==> config.mk <==
export PLATFORM = sky130hd
export DESIGN_NAME = acr_top
export DESIGN_NICKNAME = d
export VERILOG_FILES = /design/src/acr_pkg.sv /design/src/acr_seq.sv /design/src/acr_top.sv
export SDC_FILE = /design/constraint.sdc
export NUM_CORES = 1
export LEC_CHECK = 0
export BUFFER_PORTS_ARGS = -buffer_cell sky130_fd_sc_hd__buf_2
export CORE_ASPECT_RATIO = 1.25
export CORE_MARGIN = 5
export CORE_UTILIZATION = 58
export CTS_BUF_LIST = sky130_fd_sc_hd__clkbuf_4 sky130_fd_sc_hd__clkbuf_8
export DETAILED_ROUTE_END_ITERATION = 7
export GPL_TIMING_DRIVEN = 0
export HOLD_SLACK_MARGIN = 0.03
export PLACE_DENSITY = 0.88
export SYNTH_ARGS = -nofsm -noshare
export SYNTH_HDL_FRONTEND = slang
export SYNTH_SLANG_ARGS = --single-unit
==> constraint.sdc <==
create_clock -name clk -period 4.06 [get_ports clk]
set_input_delay 1.015 -clock clk [delete_from_list [all_inputs] [get_ports clk]]
set_output_delay 1.015 -clock clk [all_outputs]
set_load 0.03 [all_outputs]
==> src/acr_pkg.sv <==
// Shared constants and types of the converter channel and touch readout block
package acr_pkg;

  // Register indices; byte address is four times the index
  localparam logic [7:0] ACR_IDX_RESULT0 = 8'h00;
  localparam logic [7:0] ACR_IDX_SLOT0 = 8'h20;
  localparam logic [7:0] ACR_IDX_FLAGS = 8'h5F;
  localparam logic [7:0] ACR_IDX_MASK = 8'h60;
  localparam logic [7:0] ACR_IDX_CTRL1 = 8'h61;
  localparam logic [7:0] ACR_IDX_GAIN_LOW = 8'h62;
  localparam logic [7:0] ACR_IDX_GAIN_HIGH = 8'h63;
  localparam logic [7:0] ACR_IDX_EXTRA = 8'h64;
  localparam int ACR_ENTRIES = 32;

  // Field positions
  localparam int ACR_FLAG_ROUND_BIT = 0;
  localparam int ACR_FLAG_PEN_BIT = 1;
  localparam int ACR_CTRL_SLEEP_LSB = 0;
  localparam int ACR_CTRL_PEN_EN_BIT = 5;
  localparam int ACR_CTRL_START_BIT = 6;
  localparam int ACR_CTRL_ENABLE_BIT = 7;
  localparam int ACR_EXTRA_SUPPLY_BIT = 0;
  localparam int ACR_EXTRA_COIN_BIT = 1;
  localparam int ACR_SLOT_BIAS_LSB = 5;

  // Reset value and masks of the writable bits
  localparam logic [7:0] ACR_RST_BYTE = 8'h00;
  localparam logic [1:0] ACR_FLAG_MASK_BITS = 2'h3;
  localparam logic [3:0] ACR_GAIN_HIGH_BITS = 4'hF;
  localparam logic [1:0] ACR_EXTRA_BITS = 2'h3;

  // Channel numbers
  localparam logic [4:0] ACR_CH_TEMP = 5'h00;
  localparam logic [4:0] ACR_CH_ISENSE_FIRST = 5'h01;
  localparam logic [4:0] ACR_CH_ISENSE_LAST = 5'h05;
  localparam logic [4:0] ACR_CH_BATTERY = 5'h06;
  localparam logic [4:0] ACR_CH_GP_FIRST = 5'h0A;
  localparam logic [4:0] ACR_CH_TOUCH_LAST = 5'h0D;
  localparam logic [4:0] ACR_CH_GP_LAST = 5'h15;
  localparam logic [4:0] ACR_CH_SUPPLY = 5'h16;
  localparam logic [4:0] ACR_CH_COIN = 5'h19;
  localparam logic [4:0] ACR_CH_STOP = 5'h1F;
  localparam logic [2:0] ACR_BIAS_NONE = 3'h0;

  // Code figures of the dedicated channels
  localparam logic [9:0] ACR_TEMP_CODE_25C = 10'h2C1;
  localparam logic [9:0] ACR_CODE_FULL = 10'h3FF;
  localparam logic [9:0] ACR_CODE_ZERO = 10'h000;

  // Timing
  localparam int ACR_CLK_PERIOD_PS = 5000;
  localparam int ACR_SLEEP_STEP_US = 4500;
  // Divide first so that the product stays inside 32 bits
  localparam int ACR_SLEEP_STEP_CYCLES = ACR_SLEEP_STEP_US * (1000000 / ACR_CLK_PERIOD_PS);
  localparam logic [2:0] ACR_SLEEP_NO_LOOP = 3'h7;
  localparam int ACR_SETTLE_MAX_NS = 5500;
  localparam int ACR_SETTLE_MAX_CYCLES = ACR_SETTLE_MAX_NS * 1000 / ACR_CLK_PERIOD_PS;

  // AXI responses
  localparam logic [1:0] ACR_RESP_OKAY = 2'h0;
  localparam logic [1:0] ACR_RESP_SLVERR = 2'h2;

  typedef struct packed {
    logic start;
    logic [4:0] chan;
    logic [2:0] bias;
    logic gain;
  } acr_conv_req_type;

  typedef struct packed {
    logic done;
    logic [9:0] code;
  } acr_conv_rsp_type;

  typedef struct packed {
    logic gain;
    logic [9:0] code;
  } acr_result_type;

  typedef enum logic [2:0] {
    ACR_IDLE,
    ACR_FETCH,
    ACR_CONVERT,
    ACR_SLEEP,
    ACR_HALT
  } acr_state_type;

endpackage

==> src/acr_seq.sv <==
// Slot walker that drives conversions and stores results
`timescale 1ns/1ps
`default_nettype none
module acr_seq
  import acr_pkg::*;
#(
  parameter int SLEEP_STEP_CYCLES = ACR_SLEEP_STEP_CYCLES
) (
  // Clock and reset
  input wire logic clk,
  input wire logic rst_n,
  // Control
  input wire logic enable,
  input wire logic start,
  input wire logic [2:0] sleep_code,
  input wire logic supply_en,
  input wire logic coin_en,
  input wire logic [11:0] gain_bits,
  // Slot table
  output logic [4:0] slot_idx,
  input wire logic [7:0] slot_entry,
  // Converter
  output acr_conv_req_type conv_req,
  input wire acr_conv_rsp_type conv_rsp,
  // Results
  output logic res_we,
  output logic [4:0] res_idx,
  output acr_result_type res_data,
  output logic round_done
);

  function automatic logic gain_for(input logic [4:0] chan, input logic [2:0] bias, input logic [11:0] gains);
    logic [4:0] off;
    off = chan - ACR_CH_GP_FIRST;
    if (chan < ACR_CH_GP_FIRST || chan > ACR_CH_GP_LAST) begin
      gain_for = 1'b0;
    end else if (chan <= ACR_CH_TOUCH_LAST && bias != ACR_BIAS_NONE) begin
      gain_for = 1'b0;
    end else begin
      gain_for = gains[off[3:0]];
    end
  endfunction

  acr_state_type state_q;
  logic [31:0] sleep_cnt_q;

  wire logic [4:0] slot_chan = slot_entry[4:0];
  wire logic [2:0] slot_bias = slot_entry[7:ACR_SLOT_BIAS_LSB];
  wire logic chan_gated = (slot_chan == ACR_CH_SUPPLY && !supply_en) || (slot_chan == ACR_CH_COIN && !coin_en);
  wire logic last_slot = (slot_idx == ACR_CH_STOP);
  wire logic [31:0] sleep_total = 32'(sleep_code) * 32'(SLEEP_STEP_CYCLES);

  always_ff @(posedge clk) begin
    if (!rst_n) begin
      state_q <= ACR_IDLE;
      slot_idx <= 5'h00;
      conv_req <= '0;
      res_we <= 1'b0;
      res_idx <= 5'h00;
      res_data <= '0;
      round_done <= 1'b0;
      sleep_cnt_q <= 32'h0000_0000;
    end else begin
      conv_req.start <= 1'b0;
      res_we <= 1'b0;
      round_done <= 1'b0;
      if (!enable) begin
        state_q <= ACR_IDLE;
      end else begin
        case (state_q)
          ACR_IDLE: begin
            slot_idx <= 5'h00;
            if (start) begin
              state_q <= ACR_FETCH;
            end
          end
          ACR_FETCH: begin
            if (slot_chan == ACR_CH_STOP) begin
              round_done <= 1'b1;
              sleep_cnt_q <= sleep_total;
              state_q <= (sleep_code == ACR_SLEEP_NO_LOOP) ? ACR_HALT : ACR_SLEEP;
            end else if (chan_gated) begin
              res_we <= 1'b1;
              res_idx <= slot_idx;
              res_data <= '0;
              slot_idx <= slot_idx + 5'h01;
              if (last_slot) begin
                round_done <= 1'b1;
                sleep_cnt_q <= sleep_total;
                state_q <= (sleep_code == ACR_SLEEP_NO_LOOP) ? ACR_HALT : ACR_SLEEP;
              end
            end else begin
              conv_req.start <= 1'b1;
              conv_req.chan <= slot_chan;
              conv_req.bias <= slot_bias;
              conv_req.gain <= gain_for(slot_chan, slot_bias, gain_bits);
              state_q <= ACR_CONVERT;
            end
          end
          ACR_CONVERT: begin
            if (conv_rsp.done) begin
              res_we <= 1'b1;
              res_idx <= slot_idx;
              res_data <= {conv_req.gain, conv_rsp.code};
              slot_idx <= slot_idx + 5'h01;
              state_q <= ACR_FETCH;
              if (last_slot) begin
                round_done <= 1'b1;
                sleep_cnt_q <= sleep_total;
                state_q <= (sleep_code == ACR_SLEEP_NO_LOOP) ? ACR_HALT : ACR_SLEEP;
              end
            end
          end
          ACR_SLEEP: begin
            slot_idx <= 5'h00;
            if (sleep_cnt_q != 32'h0000_0000) begin
              sleep_cnt_q <= sleep_cnt_q - 32'h0000_0001;
            end else begin
              state_q <= start ? ACR_FETCH : ACR_IDLE;
            end
          end
          ACR_HALT: begin
            slot_idx <= 5'h00;
            if (!start) begin
              state_q <= ACR_IDLE;
            end
          end
          default: begin
            state_q <= ACR_IDLE;
          end
        endcase
      end
    end
  end

endmodule
`default_nettype wire

==> src/acr_top.sv <==
// Converter channel readout with touch support behind an AXI4-Lite register slave
`timescale 1ns/1ps
`default_nettype none
// How it works
// - Channel 0 returns the raw die temperature code; 0x2C1 near 25 degrees.
// - Regulator load currents are converted on channels one to five as readings.
// - Channel 6 returns battery voltage; full code means 4.800 V, zero means 0 V.
// - Twelve general inputs, channels 10 to 21, are converted from the slot table.
// - Gain bit clear selects unity, 2.0 V range; set selects tenfold, 200 mV.
// - Channel 22 converts the halved supply only with the supply enable set.
// - Channel 25 converts the scaled coin cell only with the coin enable set.
// - Plates sit on inputs 10 to 13; bias bits live in the slot entries.
// - With pen bias enabled, a pen touch sets the pen flag and interrupts.
// - Position code runs 0 at the negative terminal to 1023 at the positive.
// - Contact reading is the current source drop times two, stored raw.
// - Pen flag is bit 1 of the flags; mask bit 1 keeps it from the interrupt, the flag still sets.
// - Gains of 10 to 17 sit low, 18 to 21 high; touch bias ignores 10-13.
// - Each result holds the ten-bit code with the gain bit on top.
module acr_top
  import acr_pkg::*;
#(
  parameter int SLEEP_STEP_CYCLES = ACR_SLEEP_STEP_CYCLES
) (
  // Clock and reset
  input wire logic clk,
  input wire logic rst_n,
  // AXI4-Lite write address and data
  input wire logic [11:0] s_axi_awaddr,
  input wire logic s_axi_awvalid,
  output logic s_axi_awready,
  input wire logic [31:0] s_axi_wdata,
  input wire logic [3:0] s_axi_wstrb,
  input wire logic s_axi_wvalid,
  output logic s_axi_wready,
  // AXI4-Lite write response
  output logic [1:0] s_axi_bresp,
  output logic s_axi_bvalid,
  input wire logic s_axi_bready,
  // AXI4-Lite read
  input wire logic [11:0] s_axi_araddr,
  input wire logic s_axi_arvalid,
  output logic s_axi_arready,
  output logic [31:0] s_axi_rdata,
  output logic [1:0] s_axi_rresp,
  output logic s_axi_rvalid,
  input wire logic s_axi_rready,
  // Converter front end
  output acr_conv_req_type conv_req,
  input wire acr_conv_rsp_type conv_rsp,
  // Analog controls and pen sense
  output logic supply_channel_enable,
  output logic coin_channel_enable,
  output logic pen_detect_bias_enable,
  input wire logic pen_touch_raw,
  // Interrupt
  output logic host_interrupt_pin
);

  function automatic logic [7:0] reg_index(input logic [11:0] addr);
    reg_index = addr[9:2];
  endfunction

  function automatic logic is_mapped(input logic [11:0] addr);
    logic [7:0] idx;
    idx = addr[9:2];
    is_mapped = (addr[11:10] == 2'h0) && (idx <= ACR_IDX_EXTRA);
  endfunction

  // Register state
  logic [1:0] flags_q;
  logic [1:0] mask_q;
  logic [7:0] ctrl1_q;
  logic [7:0] gain_low_q;
  logic [3:0] gain_high_q;
  logic [1:0] extra_q;
  logic [7:0] slot_mem [ACR_ENTRIES];
  acr_result_type result_mem [ACR_ENTRIES];

  // Bus state
  logic aw_held_q;
  logic w_held_q;
  logic [11:0] aw_addr_q;
  logic [31:0] w_data_q;
  logic [3:0] w_strb_q;

  // Pen sense synchroniser
  logic pen_meta_q;
  logic pen_sync_q;
  logic pen_prev_q;

  // Sequencer links
  logic [4:0] slot_idx;
  logic res_we;
  logic [4:0] res_idx;
  acr_result_type res_data;
  logic round_done;
  acr_conv_req_type seq_req;

  // Write path decode
  wire logic aw_take = s_axi_awvalid && s_axi_awready;
  wire logic w_take = s_axi_wvalid && s_axi_wready;
  wire logic wr_fire = aw_held_q && w_held_q && !s_axi_bvalid;
  wire logic [7:0] wr_idx = reg_index(aw_addr_q);
  wire logic wr_ok = is_mapped(aw_addr_q);
  wire logic wr_lane0 = wr_fire && wr_ok && w_strb_q[0];
  wire logic wr_flags = wr_lane0 && (wr_idx == ACR_IDX_FLAGS);
  wire logic wr_mask = wr_lane0 && (wr_idx == ACR_IDX_MASK);
  wire logic wr_ctrl1 = wr_lane0 && (wr_idx == ACR_IDX_CTRL1);
  wire logic wr_gain_low = wr_lane0 && (wr_idx == ACR_IDX_GAIN_LOW);
  wire logic wr_gain_high = wr_lane0 && (wr_idx == ACR_IDX_GAIN_HIGH);
  wire logic wr_extra = wr_lane0 && (wr_idx == ACR_IDX_EXTRA);
  wire logic wr_slot = wr_lane0 && (wr_idx >= ACR_IDX_SLOT0) && (wr_idx < ACR_IDX_FLAGS);
  wire logic [4:0] wr_slot_idx = wr_idx[4:0];

  // Read path decode
  wire logic ar_take = s_axi_arvalid && s_axi_arready;
  wire logic [7:0] rd_idx = reg_index(s_axi_araddr);
  wire logic rd_ok = is_mapped(s_axi_araddr);
  logic [31:0] rd_word;
  always_comb begin
    rd_word = 32'h0000_0000;
    if (rd_idx < ACR_IDX_SLOT0) begin
      rd_word = {21'h00_0000, result_mem[rd_idx[4:0]]};
    end else if (rd_idx < ACR_IDX_FLAGS) begin
      rd_word = {24'h00_0000, slot_mem[rd_idx[4:0]]};
    end else if (rd_idx == ACR_IDX_FLAGS) begin
      rd_word = {30'h0000_0000, flags_q};
    end else if (rd_idx == ACR_IDX_MASK) begin
      rd_word = {30'h0000_0000, mask_q};
    end else if (rd_idx == ACR_IDX_CTRL1) begin
      rd_word = {24'h00_0000, ctrl1_q};
    end else if (rd_idx == ACR_IDX_GAIN_LOW) begin
      rd_word = {24'h00_0000, gain_low_q};
    end else if (rd_idx == ACR_IDX_GAIN_HIGH) begin
      rd_word = {28'h000_0000, gain_high_q};
    end else if (rd_idx == ACR_IDX_EXTRA) begin
      rd_word = {30'h0000_0000, extra_q};
    end
  end

  // Pen touch event and interrupt sources
  wire logic pen_rise = pen_sync_q && !pen_prev_q;
  wire logic pen_event = pen_rise && ctrl1_q[ACR_CTRL_PEN_EN_BIT];
  wire logic [1:0] flag_set = {pen_event, round_done};
  wire logic [1:0] flag_clr = wr_flags ? w_data_q[1:0] : 2'h0;
  wire logic [1:0] flags_d = flag_set | (flags_q & ~flag_clr);
  wire logic irq_d = |(flags_d & ~mask_q);

  // Write address and data capture, either order
  always_ff @(posedge clk) begin
    if (!rst_n) begin
      aw_held_q <= 1'b0;
      w_held_q <= 1'b0;
      aw_addr_q <= 12'h000;
      w_data_q <= 32'h0000_0000;
      w_strb_q <= 4'h0;
      s_axi_awready <= 1'b1;
      s_axi_wready <= 1'b1;
    end else begin
      if (aw_take) begin
        aw_held_q <= 1'b1;
        aw_addr_q <= s_axi_awaddr;
        s_axi_awready <= 1'b0;
      end else if (wr_fire) begin
        aw_held_q <= 1'b0;
        s_axi_awready <= 1'b1;
      end
      if (w_take) begin
        w_held_q <= 1'b1;
        w_data_q <= s_axi_wdata;
        w_strb_q <= s_axi_wstrb;
        s_axi_wready <= 1'b0;
      end else if (wr_fire) begin
        w_held_q <= 1'b0;
        s_axi_wready <= 1'b1;
      end
    end
  end

  // Write response
  always_ff @(posedge clk) begin
    if (!rst_n) begin
      s_axi_bvalid <= 1'b0;
      s_axi_bresp <= ACR_RESP_OKAY;
    end else if (wr_fire) begin
      s_axi_bvalid <= 1'b1;
      s_axi_bresp <= wr_ok ? ACR_RESP_OKAY : ACR_RESP_SLVERR;
    end else if (s_axi_bready) begin
      s_axi_bvalid <= 1'b0;
    end
  end

  // Read channel
  always_ff @(posedge clk) begin
    if (!rst_n) begin
      s_axi_arready <= 1'b1;
      s_axi_rvalid <= 1'b0;
      s_axi_rdata <= 32'h0000_0000;
      s_axi_rresp <= ACR_RESP_OKAY;
    end else if (ar_take) begin
      s_axi_arready <= 1'b0;
      s_axi_rvalid <= 1'b1;
      s_axi_rdata <= rd_ok ? rd_word : 32'h0000_0000;
      s_axi_rresp <= rd_ok ? ACR_RESP_OKAY : ACR_RESP_SLVERR;
    end else if (s_axi_rvalid && s_axi_rready) begin
      s_axi_rvalid <= 1'b0;
      s_axi_arready <= 1'b1;
    end
  end

  // Control registers
  always_ff @(posedge clk) begin
    if (!rst_n) begin
      mask_q <= ACR_RST_BYTE[1:0];
      ctrl1_q <= ACR_RST_BYTE;
      gain_low_q <= ACR_RST_BYTE;
      gain_high_q <= ACR_RST_BYTE[3:0];
      extra_q <= ACR_RST_BYTE[1:0];
    end else begin
      if (wr_mask) begin
        mask_q <= w_data_q[1:0] & ACR_FLAG_MASK_BITS;
      end
      if (wr_ctrl1) begin
        ctrl1_q <= w_data_q[7:0];
      end
      if (wr_gain_low) begin
        gain_low_q <= w_data_q[7:0];
      end
      if (wr_gain_high) begin
        gain_high_q <= w_data_q[3:0] & ACR_GAIN_HIGH_BITS;
      end
      if (wr_extra) begin
        extra_q <= w_data_q[1:0] & ACR_EXTRA_BITS;
      end
    end
  end

  // Sticky flags, a set in the clearing cycle wins
  always_ff @(posedge clk) begin
    if (!rst_n) begin
      flags_q <= ACR_RST_BYTE[1:0];
      host_interrupt_pin <= 1'b0;
    end else begin
      flags_q <= flags_d;
      host_interrupt_pin <= irq_d;
    end
  end

  // Slot table and result file
  always_ff @(posedge clk) begin
    if (wr_slot) begin
      slot_mem[wr_slot_idx] <= w_data_q[7:0];
    end
    if (res_we) begin
      result_mem[res_idx] <= res_data;
    end
  end

  // Pen sense synchroniser and edge history
  always_ff @(posedge clk) begin
    if (!rst_n) begin
      pen_meta_q <= 1'b0;
      pen_sync_q <= 1'b0;
      pen_prev_q <= 1'b0;
    end else begin
      pen_meta_q <= pen_touch_raw;
      pen_sync_q <= pen_meta_q;
      pen_prev_q <= pen_sync_q;
    end
  end

  // Analog enables and registered converter request
  always_ff @(posedge clk) begin
    if (!rst_n) begin
      supply_channel_enable <= 1'b0;
      coin_channel_enable <= 1'b0;
      pen_detect_bias_enable <= 1'b0;
      conv_req <= '0;
    end else begin
      supply_channel_enable <= extra_q[ACR_EXTRA_SUPPLY_BIT];
      coin_channel_enable <= extra_q[ACR_EXTRA_COIN_BIT];
      pen_detect_bias_enable <= ctrl1_q[ACR_CTRL_PEN_EN_BIT];
      conv_req <= seq_req;
    end
  end

  acr_seq #(
    .SLEEP_STEP_CYCLES(SLEEP_STEP_CYCLES)
  ) u_seq (
    .clk(clk),
    .rst_n(rst_n),
    .enable(ctrl1_q[ACR_CTRL_ENABLE_BIT]),
    .start(ctrl1_q[ACR_CTRL_START_BIT]),
    .sleep_code(ctrl1_q[ACR_CTRL_SLEEP_LSB +: 3]),
    .supply_en(extra_q[ACR_EXTRA_SUPPLY_BIT]),
    .coin_en(extra_q[ACR_EXTRA_COIN_BIT]),
    .gain_bits({gain_high_q, gain_low_q}),
    .slot_idx(slot_idx),
    .slot_entry(slot_mem[slot_idx]),
    .conv_req(seq_req),
    .conv_rsp(conv_rsp),
    .res_we(res_we),
    .res_idx(res_idx),
    .res_data(res_data),
    .round_done(round_done)
  );

endmodule
`default_nettype wire

==> results.py <==
metrics = {
    "job": {
        "cap_violations": 0,
    },
    "clock_network": {
        "clk_pin_slew_ps": 60,
        "numCtsBuffers": 109,
        "clk_path_buf_depth": 3,
        "cts.sinks": 763,
        "root_buffer": "clkbuf_8",
        "cts_tree": "done",
        "clk_latency_ps": 750,
        "cts_hold_buffers": 0,
        "htreeDepth": 3,
    },
    "sta": {
        "rsz0062_at_grt": "no",
        "finalSetupViolCount": 0,
        "period_share": 0.993,
        "post-route-min-period_ps": 4030,
        "final-max-slew-violation-count": 0,
        "worst_slew_pin_slew_ps": 1450,
        "maxSlewHeadroom": 0.0306,
        "clock.fmax_mhz": 248,
        "finClkSkew_ps": 75.1,
        "finalHoldViolCount": 0,
    },
    "cells_and_area": {
        "drive_gt1_frac": 0.281,
        "seq_area_um2": 21400,
        "layout.nets": 2345,
        "multi_input_area_um2": 11000,
        "nFillCells": 3655,
        "area_growth_pct": 12.1,
        "final_cells": 3089,
    },
    "critical_path": {
        "cp_slowest_cell": "mux4_2",
        "crit_arrival_ps": 4630,
        "crit_chain": "buf_2 > buf_2 > buf_2 > buf_4 > mux4_2 > mux4_2 > mux2i_1 > o22ai_1 > o211ai_1 > a21oi_1",
        "crit_required_ps": 4660,
        "ff2ff_path_depth": 9,
        "crit_path_start_kind": "primary input",
        "r2r_slack_ps": 80,
        "cp_num_cells": 10,
        "path_delay_family": "multiplexers",
        "worst_r2r_endpoint": "u_seq.conv_req[0]",
        "critPathMaxStageDelay_ps": 570,
        "crit_type": "in2reg",
        "path_buf_inv": 4,
        "crit_fanout": 10,
        "endpoint_kind": "flop",
        "crit_path_frequent_cell": "buf_2",
    },
    "place": {
        "gp_congestion": 0.951,
        "dp_cells": 2883,
        "dpl.hpwl_um": 61300,
        "port_buffers": 77,
    },
    "logic_synthesis": {
        "synth_area_leaders": "edfxtp_1, mux4_2, dfxtp_1",
        "synth_warnings": 0,
        "syn_avg_cell_area_um2": 16.3,
        "yosysUniqueCellTypes": 71,
        "synth.most_common_cell": "edfxtp_1",
        "ys_ff_latch": 763,
        "synthCells": 2034,
        "synth_ff_type": "edfxtp_1",
        "netlist_area_um2": 33100,
        "netlist.top_cell.by_area": "edfxtp_1",
        "synthArstFlopShare": 0,
        "ys_seq_area_frac": 0.645,
        "synth_edf_count": 608,
        "synth_top_area_frac": 0.552,
        "synthTopCellsByCount": "edfxtp_1, mux4_2, nor2_1",
    },
    "routing": {
        "via_count": 21000,
        "drt_iter0_markers": 3011,
        "wl_per_cell_um": 29.2,
        "first_pass_iters": 6,
        "routed_wl_um": 90100,
        "vias_per_cell": 6.80,
        "drc": 0,
        "final_antenna_net_count": 0,
    },
    "floorplanning": {
        "num_rows": 98,
        "fp.dieArea_um2": 62000,
        "ios": 134,
        "die_x_um": 224,
        "start_util": 0.582,
        "core-area_um2": 56900,
        "die_h_um": 277,
    },
    "power_and_ir_drop": {
        "power.density_nw_per_um2": 418,
        "total_power_mw": 15.5,
        "peakVddDrop_v": 0.000455,
        "p_leak_nw": 13.4,
    },
    "worst_hold_path": {
        "hold_start": "u_seq.conv_req[9]",
        "min_to": "conv_req[9]",
        "hp-class": "reg2reg",
        "whs_path_depth": 1,
    },
    "global_route": {
        "grt_use_met2": 0.463,
        "grt_pass1_vias": 21100,
        "busiest_layer": "met2",
        "grt_pass1_wl_um": 133000,
        "use_met3": 0.0774,
        "grt-ovfl-total": 0,
        "grt_max_degree": 40,
        "grt.total_usage": 0.285,
        "antenna_found_initial": 4,
        "grt_use_met1": 0.350,
    },
    "status": {
        "status": "finished clean",
    },
}
## what timing repair did
action / CTS / global route
resized for setup: 57 / 36
endpoints found under the hold margin: 0 / 0
buffers inserted: 0 / 2
pin swaps: 0 / 2
endpoints found under the setup margin: 39 / 64
## worst register-to-register path, cell delays in order (launching register included)
cell and delay [ps]:
dfxtp_1 370, clkbuf_1 370, buf_2 430, clkbuf_2 430, mux4_2 410, mux4_2 480
mux2i_1 630, a31o_2 270, a31oi_1 130, o41ai_1 350
## through the flow
step                setup slack (ps)  cell area, um^2  TNS (ps)  utilization  hold WS (ps)
detailed placement             -1620            34500    -15780        0.607           434
finish                          29.7            37100         0        0.652           446
floorplan                        213            33200         0            -           412
global route                   0.103            37100         0        0.652           461
CTS                             10.1            37000         0        0.651           433
global placement               -1600            34500    -13370        0.607           434
## final cells by class
class                           count  share of cell area
Antenna cell                        2            0.000135
Buffer                            146              0.0229
Clock buffer                      147              0.0500
Clock inverter                     55              0.0139
Inverter                           31             0.00314
Multi-Input combinational cell   1115               0.298
Sequential cell                   763               0.576
Tap cell                          750              0.0253
Timing Repair Buffer               80              0.0115
## logic make-up after synthesis
logic type	synth area share
xor gates and xnor gates	0.00503
DFF	0.645
and+or+nand+nor	0.0661
buffers and inverters	0.0252
AOI/OAI and AO/OA	0.0503
adders and majority gates	0.00824
other	0.000113
muxes	0.200
## cells in the final DEF, fill, tap and decap left out, drive strengths merged, types with 5 or more instances in the layout
| cell type | instances |
|---|---|
| edfxtp | 608 |
| nor4 | 13 |
| mux4 | 264 |
| or4 | 7 |
| bufinv | 7 |
| mux2 | 11 |
| nand3b | 16 |
| a21oi | 76 |
| xor2 | 7 |
| nand2 | 127 |
| o21ai | 55 |
| inv | 38 |
| or3b | 7 |
| a31oi | 14 |
| xnor2 | 12 |
| nand2b | 7 |
| and2 | 22 |
| mux2i | 54 |
| clkinv | 39 |
| clkbuf | 227 |
| a31o | 5 |
| a22oi | 12 |
| a22o | 12 |
| or3 | 15 |
| o211ai | 14 |
| buf | 136 |
| nor2 | 178 |
| dfxtp | 155 |
| conb | 23 |
| o22ai | 24 |
| ha | 17 |
| clkdlybuf4s15 | 10 |
| o32ai | 5 |
| or2 | 6 |
| nand3 | 26 |
| nand4 | 6 |
| nor3 | 21 |
## registers in the layout, indices dropped and copies added (netlist names), 2 cells and up, named ones only
| signal | flops |
|---|---|
| u_seq.slot_idx | 5 |
| extra_q | 2 |
| gain_high_q | 4 |
| ctrl1_q | 8 |
| u_seq.res_idx | 5 |
| u_seq.res_data | 11 |
| gain_low_q | 8 |
| aw_addr_q | 10 |
| u_seq.conv_req | 10 |
| flags_q | 2 |
| u_seq.state_q | 3 |
| s_axi_rdata | 11 |
| w_data_q | 8 |
| result_mem | 352 |
| conv_req | 10 |
| u_seq.sleep_cnt_q | 32 |
| mask_q | 2 |
| slot_mem | 256 |
## how the worst max path moves through the flow
stage,from,to
floorplan,s_axi_araddr[2],s_axi_rdata[4]
global placement,s_axi_araddr[2],s_axi_rdata[7]
detailed placement,s_axi_araddr[2],s_axi_rdata[6]
CTS,s_axi_araddr[4],s_axi_rdata[6]
global route,s_axi_araddr[2],s_axi_rdata[4]
finish,s_axi_araddr[2],s_axi_rdata[6]
## where the power goes
group          total [mW]  internal [mW]  leakage (nW)  switching (mW)
registers            8.45           8.39          7.88          0.0639
clock network        6.50           3.47          1.26            3.03
logic               0.572          0.213          4.29           0.359
total                15.5           12.1          13.4            3.45
## layer usage
| metal | up-vias | wire length [um] |
|---|---|---|
| met5 | - | 6 |
| met1 | 10500 | 29600 |
| met3 | 359 | 10500 |
| met2 | 1662 | 43700 |
| met4 | 2 | 6210 |
| li1 | 8515 | - |
No activity file was read; power rests on OpenSTA's default activity.
